[src/ocf_pkg.sv]
// package: constants and types for the oscillator control and fail detect block
package ocf_pkg;
  // ----------------------------------------
  // clock and timing
  // ----------------------------------------
  localparam int unsigned CLK_HZ = 10000000;
  localparam int unsigned WDT_FAIL_CYCLES = 8004; // system clocks with no watchdog-oscillator edge
  localparam logic [1:0] RST_STRETCH = 2'h3; // reset stretch cycles while the crystal settles

  // ----------------------------------------
  // register map (byte addresses)
  // ----------------------------------------
  localparam logic [7:0] OFS_OSC_CTL = 8'h00;
  localparam logic [7:0] OFS_STATUS = 8'h04;
  localparam logic [7:0] OFS_MASK = 8'h08;
  localparam logic [7:0] OFS_OPTION = 8'h0c;

  // unlock bytes
  localparam logic [7:0] UNLOCK_KEY1 = 8'he7;
  localparam logic [7:0] UNLOCK_KEY2 = 8'h18;

  // oscillator control fields
  localparam int unsigned CTL_INT_OSC_EN = 7;
  localparam int unsigned CTL_XTAL_EN = 6;
  localparam int unsigned CTL_WDT_OSC_EN = 5;
  localparam int unsigned CTL_PRI_FAIL_EN = 4;
  localparam int unsigned CTL_WDT_FAIL_EN = 3;
  localparam int unsigned CTL_SEL_LSB = 0;
  localparam logic [7:0] CTL_RESET = 8'ha0; // internal osc and wdt osc on, internal selected

  // primary oscillator select codes
  localparam logic [2:0] SEL_INT = 3'h0;
  localparam logic [2:0] SEL_XTAL = 3'h1;
  localparam logic [2:0] SEL_WDT = 3'h3;

  // status / mask bits
  localparam int unsigned ST_WDT_FAIL = 0;
  localparam int unsigned ST_HALTED = 1;
  localparam int unsigned ST_W = 2;

  // option byte
  localparam int unsigned OPT_XTAL_OFF_BIT = 4;
  localparam logic [7:0] OPT_RESERVED = 8'hef; // bits 7:5 and 3:0 read as ones
  localparam logic [7:0] OPT_RESET = 8'hff;

  typedef struct packed {
    logic int_osc_en;
    logic xtal_en;
    logic wdt_osc_en;
    logic pri_fail_en;
    logic wdt_osc_fail_detect_en;
    logic [2:0] sel;
  } ocf_ctl_t;

  typedef enum logic [1:0] {
    LK_LOCKED,
    LK_KEY1,
    LK_OPEN
  } ocf_lock_t;
endpackage

[src/ocf_sync.sv]
// two-flop synchroniser for a level from another domain
module ocf_sync
  import ocf_pkg::*;
(
  input wire logic clk_i, // system clock
  input wire logic reset_n_i, // async reset, active low
  input wire logic ce_i, // clock enable
  input wire logic d_i, // asynchronous level
  output logic q_o // synchronised level
);
  logic s1_r;
  logic s2_r;

  // ----------------------------------------
  // flops; first stage read only by second
  // ----------------------------------------
  always_ff @(posedge clk_i or negedge reset_n_i) begin
    if (!reset_n_i) begin
      s1_r <= 1'b0;
      s2_r <= 1'b0;
    end else if (ce_i) begin
      s1_r <= d_i;
      s2_r <= s1_r;
    end
  end

  assign q_o = s2_r;
endmodule

[src/ocf_wdt_mon.sv]
// watchdog-oscillator failure detector: counts system clocks between edges
module ocf_wdt_mon
  import ocf_pkg::*;
#(
  parameter int unsigned FAIL_CYCLES = WDT_FAIL_CYCLES
)
(
  input wire logic clk_i, // system clock
  input wire logic reset_n_i, // async reset, active low
  input wire logic ce_i, // clock enable
  input wire logic active_i, // detector allowed to run
  input wire logic wdt_lvl_i, // synchronised wdt oscillator level
  output logic fail_o // one-cycle pulse on failure
);
  localparam int unsigned CW = $clog2(FAIL_CYCLES + 1);

  if (FAIL_CYCLES < 2) begin : g_bad_fail_cycles
    $error("FAIL_CYCLES too small");
  end

  logic [CW-1:0] cnt_r;
  logic [CW-1:0] cnt_nxt;
  logic prev_r;
  logic prev_nxt;
  logic fail_r;
  logic fail_nxt;
  logic edge_seen;

  // ----------------------------------------
  // gap counter
  // ----------------------------------------
  assign edge_seen = wdt_lvl_i ^ prev_r;

  always_comb begin
    prev_nxt = wdt_lvl_i;
    fail_nxt = 1'b0;
    cnt_nxt = cnt_r;
    if (!active_i || edge_seen) begin
      cnt_nxt = '0;
    end else if (cnt_r == CW'(FAIL_CYCLES - 1)) begin
      fail_nxt = 1'b1;
      cnt_nxt = '0;
    end else begin
      cnt_nxt = cnt_r + CW'(1);
    end
  end

  always_ff @(posedge clk_i or negedge reset_n_i) begin
    if (!reset_n_i) begin
      cnt_r <= '0;
      prev_r <= 1'b0;
      fail_r <= 1'b0;
    end else if (ce_i) begin
      cnt_r <= cnt_nxt;
      prev_r <= prev_nxt;
      fail_r <= fail_nxt;
    end
  end

  assign fail_o = fail_r;

  // ----------------------------------------
  // checks
  // ----------------------------------------
  property p_fail_needs_active;
    @(posedge clk_i) disable iff (!reset_n_i) fail_o |-> $past(active_i);
  endproperty
  a_fail_needs_active: assert property (p_fail_needs_active) else $error("failure while inactive");

  property p_edge_restarts;
    @(posedge clk_i) disable iff (!reset_n_i) (ce_i && edge_seen) |=> (cnt_r == '0);
  endproperty
  a_edge_restarts: assert property (p_edge_restarts) else $error("counter not cleared on edge");

  property p_fail_at_count;
    @(posedge clk_i) disable iff (!reset_n_i) fail_o |-> $past(cnt_r) == CW'(FAIL_CYCLES - 1);
  endproperty
  a_fail_at_count: assert property (p_fail_at_count) else $error("failure at wrong count");
endmodule

[src/ocf_top.sv]
// oscillator control with unlock sequence and watchdog-oscillator failure detection
module ocf_top
  import ocf_pkg::*;
#(
  parameter int unsigned FAIL_CYCLES = WDT_FAIL_CYCLES
)
(
  input wire logic clk_i, // system clock, 10 MHz
  input wire logic reset_n_i, // power-on reset, async, active low
  input wire logic ce_i, // clock enable, freezes state when low
  input wire logic psel, // apb select
  input wire logic penable, // apb enable
  input wire logic pwrite, // apb direction
  input wire logic [7:0] paddr, // apb byte address
  input wire logic [31:0] pwdata, // apb write data
  output logic [31:0] prdata, // apb read data
  output logic pready, // apb ready
  output logic pslverr, // apb error
  input wire logic wdt_osc_i, // watchdog oscillator clock, asynchronous
  output logic int_osc_en_o, // internal oscillator enable
  output logic xtal_en_o, // crystal oscillator enable
  output logic wdt_osc_en_o, // watchdog oscillator enable
  output logic pri_fail_en_o, // primary failure detect enable
  output logic [2:0] clk_sel_o, // primary oscillator select
  output logic in_reset_o, // reset sequence still running
  output logic nmi_o, // one-cycle non-maskable event pulse
  output logic halted_o, // device stopped until power-on reset
  output logic irq_o // level interrupt
);
  if (FAIL_CYCLES < 2) begin : g_bad_fail_cycles
    $error("FAIL_CYCLES too small");
  end

  // ----------------------------------------
  // state
  // ----------------------------------------
  ocf_ctl_t ctl_r;
  ocf_ctl_t ctl_nxt;
  ocf_lock_t lock_r;
  ocf_lock_t lock_nxt;
  logic [ST_W-1:0] status_r;
  logic [ST_W-1:0] status_nxt;
  logic [ST_W-1:0] mask_r;
  logic [ST_W-1:0] mask_nxt;
  logic xtal_off_r;
  logic xtal_off_nxt;
  logic pri_dead_r;
  logic pri_dead_nxt;
  logic halted_r;
  logic halted_nxt;
  logic [1:0] rst_cnt_r;
  logic [1:0] rst_cnt_nxt;
  logic [31:0] rdata_r;
  logic [31:0] rdata_nxt;
  logic wdt_lvl;
  logic wdt_fail;
  logic det_active;
  logic wr;
  logic rd;
  logic [7:0] wbyte;
  logic [ST_W-1:0] events;

  // decoding used for the error answer only; the read data path decodes paddr in its own case
  function automatic logic addr_ok(input logic [7:0] a);
    return (a == OFS_OSC_CTL) || (a == OFS_STATUS) || (a == OFS_MASK) || (a == OFS_OPTION);
  endfunction

  function automatic logic [7:0] ctl_pack(input ocf_ctl_t c);
    return {c.int_osc_en, c.xtal_en, c.wdt_osc_en, c.pri_fail_en, c.wdt_osc_fail_detect_en, c.sel};
  endfunction

  // ----------------------------------------
  // apb handshake: zero wait states
  // ----------------------------------------
  assign wr = psel && penable && pwrite;
  assign rd = psel && penable && !pwrite;
  assign wbyte = pwdata[7:0];
  assign pready = 1'b1;
  assign pslverr = psel && penable && !addr_ok(paddr);

  // ----------------------------------------
  // watchdog oscillator sampling and detector
  // ----------------------------------------
  ocf_sync u_sync (
    .clk_i(clk_i),
    .reset_n_i(reset_n_i),
    .ce_i(ce_i),
    .d_i(wdt_osc_i),
    .q_o(wdt_lvl)
  );

  // inoperative when wdt osc is primary or off; gated further once the device has halted
  assign det_active = ctl_r.wdt_osc_fail_detect_en && ctl_r.wdt_osc_en
                      && (ctl_r.sel != SEL_WDT) && !halted_r;

  ocf_wdt_mon #(
    .FAIL_CYCLES(FAIL_CYCLES)
  ) u_mon (
    .clk_i(clk_i),
    .reset_n_i(reset_n_i),
    .ce_i(ce_i),
    .active_i(det_active),
    .wdt_lvl_i(wdt_lvl),
    .fail_o(wdt_fail)
  );

  // ----------------------------------------
  // control register and unlock sequence
  // ----------------------------------------
  // a wrong byte in the sequence drops back to locked, so a stray write cannot arm it
  always_comb begin
    ctl_nxt = ctl_r;
    lock_nxt = lock_r;
    if (wr && paddr == OFS_OSC_CTL) begin
      unique case (lock_r)
        LK_LOCKED: begin
          lock_nxt = (wbyte == UNLOCK_KEY1) ? LK_KEY1 : LK_LOCKED;
        end
        LK_KEY1: begin
          lock_nxt = (wbyte == UNLOCK_KEY2) ? LK_OPEN : LK_LOCKED;
        end
        LK_OPEN: begin
          ctl_nxt = ocf_ctl_t'(wbyte);
          lock_nxt = LK_LOCKED;
        end
        default: begin
          lock_nxt = LK_LOCKED;
        end
      endcase
    end
    // the select field is only ever written by software, never by a failure
    ctl_nxt.sel = (wr && paddr == OFS_OSC_CTL && lock_r == LK_OPEN) ? wbyte[2:0] : ctl_r.sel;
    // after a watchdog failure the primary detect can never be turned back on
    if (pri_dead_r || wdt_fail) begin
      ctl_nxt.pri_fail_en = 1'b0;
    end
  end

  always_ff @(posedge clk_i or negedge reset_n_i) begin
    if (!reset_n_i) begin
      ctl_r <= ocf_ctl_t'(CTL_RESET);
      lock_r <= LK_LOCKED;
    end else if (ce_i) begin
      ctl_r <= ctl_nxt;
      lock_r <= lock_nxt;
    end
  end

  // ----------------------------------------
  // failure bookkeeping and halt
  // ----------------------------------------
  always_comb begin
    pri_dead_nxt = pri_dead_r || wdt_fail;
    // no clock running and no detector to recover: only power-on reset helps
    halted_nxt = halted_r || (!ctl_r.int_osc_en && !ctl_r.xtal_en && !ctl_r.wdt_osc_en
                              && !ctl_r.pri_fail_en && !ctl_r.wdt_osc_fail_detect_en);
  end

  always_ff @(posedge clk_i or negedge reset_n_i) begin
    if (!reset_n_i) begin
      pri_dead_r <= 1'b0;
      halted_r <= 1'b0;
    end else if (ce_i) begin
      pri_dead_r <= pri_dead_nxt;
      halted_r <= halted_nxt;
    end
  end

  // ----------------------------------------
  // crystal reset option
  // ----------------------------------------
  // crystal kept on through reset lengthens the reset by a short settle count
  always_comb begin
    xtal_off_nxt = xtal_off_r;
    if (wr && paddr == OFS_OPTION) begin
      xtal_off_nxt = wbyte[OPT_XTAL_OFF_BIT];
    end
    // crystal off at reset: no settle wait, the stretch ends at the first edge
    if (rst_cnt_r == RST_STRETCH && xtal_off_r) begin
      rst_cnt_nxt = '0;
    end else begin
      rst_cnt_nxt = (rst_cnt_r != '0) ? rst_cnt_r - 2'h1 : rst_cnt_r;
    end
  end

  always_ff @(posedge clk_i or negedge reset_n_i) begin
    if (!reset_n_i) begin
      xtal_off_r <= OPT_RESET[OPT_XTAL_OFF_BIT];
      rst_cnt_r <= RST_STRETCH;
    end else if (ce_i) begin
      xtal_off_r <= xtal_off_nxt;
      rst_cnt_r <= rst_cnt_nxt;
    end
  end

  // ----------------------------------------
  // status, mask, read data
  // ----------------------------------------
  assign events = {halted_nxt && !halted_r, wdt_fail};

  // set wins over the read clear
  always_comb begin
    status_nxt = status_r;
    if (rd && paddr == OFS_STATUS) begin
      status_nxt = '0;
    end
    status_nxt = status_nxt | events;
    mask_nxt = (wr && paddr == OFS_MASK) ? wbyte[ST_W-1:0] : mask_r;
    rdata_nxt = '0;
    if (psel && !penable) begin
      unique case (paddr)
        OFS_OSC_CTL: rdata_nxt = {24'h000000, ctl_pack(ctl_r)};
        OFS_STATUS: rdata_nxt = {30'h00000000, status_r};
        OFS_MASK: rdata_nxt = {30'h00000000, mask_r};
        OFS_OPTION: rdata_nxt = {24'h000000, OPT_RESERVED | {3'h0, xtal_off_r, 4'h0}};
        default: rdata_nxt = '0;
      endcase
    end else begin
      rdata_nxt = rdata_r;
    end
  end

  always_ff @(posedge clk_i or negedge reset_n_i) begin
    if (!reset_n_i) begin
      status_r <= '0;
      mask_r <= '0;
      rdata_r <= '0;
    end else if (ce_i) begin
      status_r <= status_nxt;
      mask_r <= mask_nxt;
      rdata_r <= rdata_nxt;
    end
  end

  // ----------------------------------------
  // outputs
  // ----------------------------------------
  assign prdata = rdata_r;
  // crystal runs if software enabled it or the reset option keeps it on
  assign int_osc_en_o = ctl_r.int_osc_en;
  assign xtal_en_o = ctl_r.xtal_en || (in_reset_o && !xtal_off_r);
  assign wdt_osc_en_o = ctl_r.wdt_osc_en;
  assign pri_fail_en_o = ctl_r.pri_fail_en;
  assign clk_sel_o = ctl_r.sel;
  assign in_reset_o = (rst_cnt_r != 2'h0);
  assign nmi_o = wdt_fail;
  assign halted_o = halted_r;
  assign irq_o = |(status_r & mask_r);

  // ----------------------------------------
  // checks
  // ----------------------------------------
  property p_locked_ignores;
    @(posedge clk_i) disable iff (!reset_n_i)
      (ce_i && wr && paddr == OFS_OSC_CTL && lock_r != LK_OPEN && !wdt_fail) |=> $stable(ctl_r);
  endproperty
  a_locked_ignores: assert property (p_locked_ignores) else $error("locked register changed");

  property p_relock;
    @(posedge clk_i) disable iff (!reset_n_i)
      (ce_i && wr && paddr == OFS_OSC_CTL && lock_r == LK_OPEN) |=> (lock_r == LK_LOCKED);
  endproperty
  a_relock: assert property (p_relock) else $error("register not relocked");

  property p_no_switch;
    @(posedge clk_i) disable iff (!reset_n_i) wdt_fail |=> $stable(clk_sel_o) || $past(wr);
  endproperty
  a_no_switch: assert property (p_no_switch) else $error("clock switched on failure");

  property p_nmi_status;
    @(posedge clk_i) disable iff (!reset_n_i) (ce_i && nmi_o) |=> status_r[ST_WDT_FAIL];
  endproperty
  a_nmi_status: assert property (p_nmi_status) else $error("failure event not recorded");

  property p_pri_dead;
    @(posedge clk_i) disable iff (!reset_n_i) pri_dead_r |-> !pri_fail_en_o;
  endproperty
  a_pri_dead: assert property (p_pri_dead) else $error("primary detect after wdt failure");

  property p_halt_sticky;
    @(posedge clk_i) disable iff (!reset_n_i) halted_o |=> halted_o;
  endproperty
  a_halt_sticky: assert property (p_halt_sticky) else $error("halt released without reset");

  property p_option_ones;
    @(posedge clk_i) disable iff (!reset_n_i)
      (ce_i && psel && !penable && paddr == OFS_OPTION) |=> (prdata[7:0] | 8'h10) == 8'hff;
  endproperty
  a_option_ones: assert property (p_option_ones) else $error("reserved option bits not ones");

  property p_det_off_wdt_sel;
    @(posedge clk_i) disable iff (!reset_n_i) (clk_sel_o == SEL_WDT || !wdt_osc_en_o) |-> !det_active;
  endproperty
  a_det_off_wdt_sel: assert property (p_det_off_wdt_sel) else $error("detector active when unusable");

  property p_key1_advance;
    @(posedge clk_i) disable iff (!reset_n_i)
      (ce_i && wr && paddr == OFS_OSC_CTL && lock_r == LK_LOCKED && wbyte == UNLOCK_KEY1) |=> (lock_r == LK_KEY1);
  endproperty
  a_key1_advance: assert property (p_key1_advance) else $error("first key not taken");

  property p_bad_key2;
    @(posedge clk_i) disable iff (!reset_n_i)
      (ce_i && wr && paddr == OFS_OSC_CTL && lock_r == LK_KEY1 && wbyte != UNLOCK_KEY2) |=> (lock_r == LK_LOCKED);
  endproperty
  a_bad_key2: assert property (p_bad_key2) else $error("wrong second key left register armed");

  property p_open_stores;
    @(posedge clk_i) disable iff (!reset_n_i)
      (ce_i && wr && paddr == OFS_OSC_CTL && lock_r == LK_OPEN)
        |=> (ctl_r.sel == $past(wbyte[2:0])) && (ctl_r.xtal_en == $past(wbyte[CTL_XTAL_EN]));
  endproperty
  a_open_stores: assert property (p_open_stores) else $error("unlocked write not stored");

  property p_read_clears;
    @(posedge clk_i) disable iff (!reset_n_i)
      (ce_i && rd && paddr == OFS_STATUS && events == '0) |=> (status_r == '0);
  endproperty
  a_read_clears: assert property (p_read_clears) else $error("status not cleared by read");

  property p_nmi_one_cycle;
    @(posedge clk_i) disable iff (!reset_n_i)
      (ce_i && nmi_o) |=> !nmi_o;
  endproperty
  a_nmi_one_cycle: assert property (p_nmi_one_cycle) else $error("failure event longer than one cycle");

  property p_halt_all_off;
    @(posedge clk_i) disable iff (!reset_n_i)
      (ce_i && !ctl_r.int_osc_en && !ctl_r.xtal_en && !ctl_r.wdt_osc_en && !ctl_r.pri_fail_en
        && !ctl_r.wdt_osc_fail_detect_en) |=> halted_o;
  endproperty
  a_halt_all_off: assert property (p_halt_all_off) else $error("all clocks off but not halted");

  property p_short_stretch;
    @(posedge clk_i) disable iff (!reset_n_i)
      (ce_i && rst_cnt_r == RST_STRETCH && xtal_off_r) |=> !in_reset_o;
  endproperty
  a_short_stretch: assert property (p_short_stretch) else $error("reset stretched with crystal off");
endmodule

[config.mk]
export PLATFORM = sky130hd
export DESIGN_NAME = ocf_top
export DESIGN_NICKNAME = d
export VERILOG_FILES = /design/src/ocf_pkg.sv /design/src/ocf_sync.sv /design/src/ocf_wdt_mon.sv /design/src/ocf_top.sv
export SDC_FILE = /design/constraint.sdc
export NUM_CORES = 1
export LEC_CHECK = 0
export BUFFER_PORTS_ARGS = -buffer_cell sky130_fd_sc_hd__buf_2
export CORE_MARGIN = 5
export CORE_UTILIZATION = 45
export CTS_CLUSTER_SIZE = 16
export DETAILED_ROUTE_END_ITERATION = 7
export PLACE_DENSITY = 0.8
export SLEW_MARGIN = 20
export SYNTH_ARGS = -nofsm -noshare
export SYNTH_HDL_FRONTEND = slang
export SYNTH_SLANG_ARGS = --single-unit
[constraint.sdc]
create_clock -name clk_i -period 6.29 [get_ports clk_i]
set_input_delay 1.258 -clock clk_i [delete_from_list [all_inputs] [get_ports clk_i]]
set_output_delay 1.258 -clock clk_i [all_outputs]
set_load 0.005 [all_outputs]
==> summary.txt, run 1 <==
Lkg Pwr = 0.00122 uW
Slew margin rel. = 37.8%
Share of layout cells above drive strength 1 = 28.8%
Ranking of synthesized cells by area = dfrtp_1 42%, buf_4 8.9%, mux2_2 8.6%
Peak VDD IR = 0.000185 V
Cell count after synthesis = 227
Post-synth top area share = 41.5%
DIE WIDTH = 82.3 um
Tot Pwr = 539 uW
Hold_ws = 0.476 ns
Die Span Y = 82.3 um
Post-route ant nets = 0
Worst R2R Start = u_mon.cnt_r[0]
Final Hold Fails = 0
Most frequent CP cell = buf_2
GP Congestion = 0.779
Hold Path End = prdata[7]
Largest fanout on the critical path = 9
YS warnings = 0
Max incr delay on CP = 0.45 ns
Worst Setup Path Type = in2out
CP delay by family, top = simple AND/OR/NAND/NOR gates
Worst Min Path Start = prdata[7]
Port Buf Inserts = 42
Rows = 26
Worst path slowest cell = nor4_1
Worst-Margin Slew = 0.933 ns
Fill count = 470
CP Capture Type = primary output
Via/cell ratio = 5.00
Crit path arrival time = 2.48 ns
Slew Limit Fails = 0
Number of synthesized flops with an enable pin = 0
Clk Latency, worst-skew pair = 0.30 ns
Leading area contributor after synthesis = dfrtp_1
Syn Std Cell Area = 2350 um^2
Hold-fix buffers, CTS = 0
Syn_area_per_cell = 10.4 um^2
Grt ovf = 0
TritonRoute pass-1 iters = 5
Distinct cells, synth = 44
Number of synthesized register bits = 44
Crit path launch type = primary input
Clk slew on worst S/H paths = 0.08 ns
Synthesis-to-finish area growth = 11.1%
Worst R2R Path Depth = 5
Post-cts sizing count = 0
Period utilization = 59.4%
H-tree lvl count = 2
R2r setup slk = 4.09 ns
Min-Delay Path Depth = 2
# DRC = 0
Via Count = 1684
Final setup fails = 0
Sum of negative setup slack = 0 ns
Max Cap Violations = 0
Placeable Area = 5070 um^2
CTS tree = built
Clock Tree Buf Depth = 2
Seq/Total Area, Yosys = 47.1%
Worst EP required = 5.03 ns
Async set-reset flop share out of synthesis = 100%
# Post-CTS Setup Buffers = 0
Buffers plus inverters on the worst setup path = 2
Outcome = finished clean
Num CTS Buffers = 5
Power per cell area = 207 nW/um^2
Initial Util = 46.3%
Layout net count = 314
Min-delay worst type = reg2reg
Antenna cells = 0
WL/cell = 13.3 um
Initial antenna violation count = 0
Global Route Usage Sum = 14.1%
Detailed Route Iter0 Violations = 92
CTS sink cnt = 44
First-pass GRT wire length = 7290 um
Max Clock Skew = 0.00954 ns
Vias in the first global route = 1543
Final WL = 4480 um
Detailed-placement wirelength estimate = 3360 um
Tmin final = 3.74 ns
RSZ-0062 raised after global routing = false
Synth Flop Type = dfrtp_1
Ports = 92
DP Worst Slack = 2.56 ns
Largest net degree at the start of global routing = 45
Fin worst setup slack = 2.55 ns
Worst R2R End = u_mon.cnt_r[4]
Area of the die = 6770 um^2
Max Clock Freq = 268 MHz
Root buffer cell = clkbuf_8
CP cell instances = buf_2 -> nor4_1 -> nand2_1 -> and3_1 -> buf_2
==> flip-flops by register name, indices dropped and copies added, names as in the netlist, 2 cells and up <==
signal,cells
lock_r,2
u_mon.cnt_r,13
mask_r,2
status_r,2
rst_cnt_r,2
prdata,8
ctl_r,2
clk_sel_o,3
==> power by group <==
| part | internal, uW | leakage (uW) | switching (uW) | total (uW) |
|---|---|---|---|---|
| logic | 13.4 | 0.000583 | 23.6 | 37.0 |
| registers | 287 | 0.000581 | 2.54 | 289 |
| clock network | 117 | 0.0000541 | 95.7 | 213 |
==> metal layers <==
metal	vias to the layer above	wire length (um)	global-route usage (%)	share of wire, %
li1	820	-	-	-
met1	810	1950	18.9	44
met2	46	2130	21.2	47
met3	8	314	4.34	7.0
met4	0	87	5.98	1.9
met5	-	0	0	0
==> final cells by class <==
type,instances,area [um^2],share of cell area (%)
clock buffers,5,68.8,2.64
clock inverters,3,42.5,1.63
inverters,7,26.3,1.01
multi-input cells,165,1060,40.6
flip-flops and latches,44,1110,42.4
well taps,70,87.6,3.36
repair buffers,43,218,8.34
==> per-stage QoR <==
stage          cells  cell area, um^2  utilization [%]
6_report         337             2610             51.4
3_3_place_gp     329             2500             49.2
5_1_grt          337             2610             51.4
2_1_floorplan    250             2440                -
4_1_cts          337             2610             51.4
3_5_place_dp     329             2500             49.2
==> cells in the final DEF, fill, tap and decap left out, types with 2 or more instances in the layout <==
cell type,n
nand4_1,5
mux2i_1,2
clkbuf_8,5
nor3_1,4
mux2_2,18
xnor2_1,9
conb_1,25
nor4b_1,2
dfstp_2,5
nor2_1,17
o22ai_1,2
nor4_1,6
nand3_1,6
nand2b_1,5
nand3b_1,3
a21oi_1,5
a21o_1,2
dfrtp_1,39
nand2_1,15
o21ai_0,7
nor3b_1,2
buf_2,42
nand4b_1,2
and2_1,2
and3_1,2
a22o_1,2
inv_1,7
o31ai_1,8
==> cells by family (layout without fill, tap and decap cells) <==
group	after synthesis	after routing	share of synthesized area, %
other	2	25	0.320
flip-flops	44	44	47.1
adder cells (fa/ha/maj)	1	1	0.532
XOR/XNOR	10	10	3.73
AND/OR/NAND/NOR	79	79	18.5
multiplexers	20	20	9.48
buffers and inverters	41	58	11.4
AO/OA/AOI/OAI	30	30	8.84
==> worst max-delay path by stage <==
stage                         from       to  cells past startpoint
after global placement    paddr[5]  pslverr                      5
after global routing      paddr[5]  pslverr                      5
after detailed placement  paddr[5]  pslverr                      5
after floorplan           paddr[5]  pslverr                      3
final                     paddr[5]  pslverr                      5
after CTS                 paddr[5]  pslverr                      5
==> Yosys cell counts, drive strengths merged (2+ instances only) <==
cell and n:
and2 3, inv 7, and3 2, a22o 2
dfstp 5, a21o 2, nand3b 3, conb 2
nor2 17, nor4b 2, clkbuf 3, nand3 6
dfrtp 39, o31ai 8, nand2 15, nor3b 2
buf 31, a21oi 5, nand4b 2, nand2b 5
o21ai 7, nor3 4, xnor2 9, mux2i 2
o22ai 2, mux2 18, nand4 5, nor4 6
==> worst reg2reg max path: cells and delay by family (launching register included) <==
kind	cells	cell delay, ns
AO/OA/AOI/OAI	1	0.33
adder cells (fa/ha/maj)	1	0.22
flip-flops	1	0.39
AND/OR/NAND/NOR	3	1.14
Note: power is estimated with default switching activity, not from simulation.
==> run 2: changes to the inputs <==
==> constraint.sdc (replaced) <==
create_clock -name clk_i -period 3.7 [get_ports clk_i]
set_input_delay 0.74 -clock clk_i [delete_from_list [all_inputs] [get_ports clk_i]]
set_output_delay 0.74 -clock clk_i [all_outputs]
set_load 0.005 [all_outputs]
==> run 2 against run 1 <==
  * Clock skew grew 0.0022 ns
  * Setup slack worse by 1.5 ns
  * Highest routed layer unchanged
  * Hold slack gained 0.0041 ns
  * Critical endpoint is now ctl_r[3]
==> summary.txt, run 2 (synthesis gave the netlist of run 1 again) <==
Sequential cell area = 1110 um^2 (unchanged)
WL/cell = 13.4 um (was 13.3 um)
Clock Power Share = 35.7% (was 39.5%)
Crit path arrival time = 2.88 ns (was 2.48 ns)
Post-Route Utilization = 51.2% (was 51.4%)
# Post-CTS Setup Buffers = 0 (unchanged)
Area of the die = 6770 um^2 (unchanged)
Post-cts sizing count = 0 (unchanged)
Fill count = 486 (was 470)
Peak VDD IR = 0.000265 V (was 0.000185 V)
Met1 usage = 18.8% (was 18.9%)
Antenna cells = 0 (unchanged)
Layout net count = 315 (was 314)
Int Pwr = 663 uW (was 418 uW)
Initial antenna violation count = 0 (unchanged)
Largest fanout on the critical path = 5 (was 9)
GP Congestion = 0.804 (was 0.779)
Ports = 92 (unchanged)
Outcome = finished clean (unchanged)
Lkg Pwr = 0.00121 uW (was 0.00122 uW)
First-pass GRT wire length = 7150 um (was 7290 um)
Met3 Track Usage GR = 3.69% (was 4.34%)
Most frequent cells in the layout = 42 x buf_2, 39 x dfrtp_1, 25 x conb_1, 18 x mux2_2, 17 x nor2_1 (unchanged)
Slew margin rel. = 37.8% (about the same)
RSZ-0062 raised after global routing = false (unchanged)
Max Clock Freq = 372 MHz
Detailed Route Iter0 Violations = 83 (was 92)
Via/cell ratio = 4.97 (was 5.00)
Switch share = 23.3% (was 22.6%)
Sum of negative setup slack = 0 ns (unchanged)
Max Cap Violations = 0 (unchanged)
TritonRoute pass-1 iters = 4 (was 5)
Global Route Usage Sum = 13.9% (was 14.1%)
DIE WIDTH = 82.3 um (unchanged)
CP Capture Type = register (was primary output)
Die Span Y = 82.3 um (unchanged)
Multi-input logic area = 1060 um^2 (unchanged)
Sequential fraction of design power = 56.9% (was 53.6%)
Busiest grt layer = met2 (unchanged)
Max Clock Skew = 0.0117 ns (was 0.00954 ns)
# DRC = 0 (unchanged)
Post-route ant nets = 0 (unchanged)
Detailed-placement wirelength estimate = 3440 um (was 3360 um)
Synthesis-to-finish area growth = 10.6% (was 11.1%)
Period utilization = 72.6%
Hold_ws = 0.480 ns (was 0.476 ns)
CTS tree = built (unchanged)
Vias in the first global route = 1574 (was 1543)
Worst Setup Path Type = in2reg (was in2out)
Commonest non-fill, non-tap cell in the layout = buf_2 (unchanged)
Crit path launch type = primary input (unchanged)
Placeable Area = 5070 um^2 (unchanged)
Final WL = 4540 um (was 4480 um)
Worst EP required = 3.89 ns (was 5.03 ns)
R2r setup slk = 1.50 ns (was 4.09 ns)
CTS sink cnt = 44 (unchanged)
Comb power frac = 7.4% (was 6.9%)
Slew Limit Fails = 0 (unchanged)
Share of layout cells above drive strength 1 = 28.7% (was 28.8%)
Grt ovf = 0 (unchanged)
GR Layer Usage met2 = 20.7% (was 21.2%)
Largest net degree at the start of global routing = 45 (unchanged)
Largest register FFs = 13 (unchanged)
Rows = 26 (unchanged)
Clk Latency, worst-skew pair = 0.30 ns (about the same)
Final setup fails = 0 (unchanged)
Tmin final = 2.69 ns
Clk slew on worst S/H paths = 0.08 ns (about the same)
Net switching power = 201 uW (was 122 uW)
Hold-fix buffers, CTS = 0 (unchanged)
Power per cell area = 332 nW/um^2 (was 207 nW/um^2)
Root buffer cell = clkbuf_8 (unchanged)
H-tree lvl count = 2 (unchanged)
Initial Util = 46.3% (unchanged)
Num CTS Buffers = 5 (unchanged)
Clock Tree Buf Depth = 2 (unchanged)
Via Count = 1679 (was 1684)
Final Hold Fails = 0 (unchanged)
Min-Delay Path Depth = 2 (unchanged)
Min-delay worst type = reg2reg (unchanged)
Worst-Margin Slew = 0.934 ns (was 0.933 ns)
Worst R2R Path Depth = 5 (unchanged)
Port Buf Inserts = 42 (unchanged)
Biggest register = u_mon.cnt_r (unchanged)
run 2: cell count changes in the layout (fill, tap and decap cells not counted):
| cell | before | now |
|---|---|---|
| buf_4 | 1 | 2 |
| bufinv_16 | 1 | 0 |
| clkbuf_1 | 0 | 1 |
| clkbuf_8 | 5 | 6 |
| clkinv_2 | 1 | 0 |
run 2: path summary, 6_finish.rpt:
| check | end | startpoint |
|---|---|---|
| setup / recovery | ctl_r[3] | paddr[5] |
| hold / removal | prdata[7] | prdata[7] |
| setup reg to reg | u_mon.cnt_r[12] | u_mon.cnt_r[0] |
| hold reg to reg | prdata[7] | prdata[7] |
| max in group asynchronous | status_r[0] | reset_n_i |
| min in group asynchronous | ctl_r[3] | reset_n_i |
run 2: per-stage QoR:
stage | cell area (um^2) | power (uW) | setup WS (ns) | std cells
6_report | 2600 | 864 | 1.01 | 338
5_1_grt | 2600 | 901 | 0.822 | 338
4_1_cts | 2600 | 874 | 1.02 | 338
3_5_place_dp | 2510 | 565 | 0.699 | 330
3_3_place_gp | 2510 | 564 | 0.761 | 330
2_1_floorplan | 2440 | 552 | 1.38 | 250
run 2: layout make-up:
type | instances | area share, %
Clock buffer | 7 | 3.32
Multi-Input combinational cell | 165 | 40.8
Clock inverter | 1 | 0.289
Timing Repair Buffer | 44 | 8.66
Tap cell | 70 | 3.37
Inverter | 7 | 1.01
Sequential cell | 44 | 42.6
run 2: layer usage:
layer	vias to the layer above	share of wire, %
met3	6	6.7
met1	796	46
li1	824	-
met4	0	1.9
met5	-	0
met2	53	46
run 2: power groups by stage:
| stage | combinational, uW | clock, uW | sequential (uW) |
|---|---|---|---|
| 6_report | 63.8 | 308 | 492 |
| 5_1_grt | 73.6 | 335 | 493 |
| 2_1_floorplan | 52.3 | 0 | 500 |
| 3_3_place_gp | 62.9 | 0 | 501 |
| 3_5_place_dp | 63.8 | 0 | 501 |
| 4_1_cts | 63.9 | 319 | 492 |
run 2: critical path, cell delays in order:
cell	delay, ns
buf_2	0.10
nor4_1	0.45
nand4_1	0.27
nor4bb_1	0.71
buf_4	0.28
mux2_2	0.33
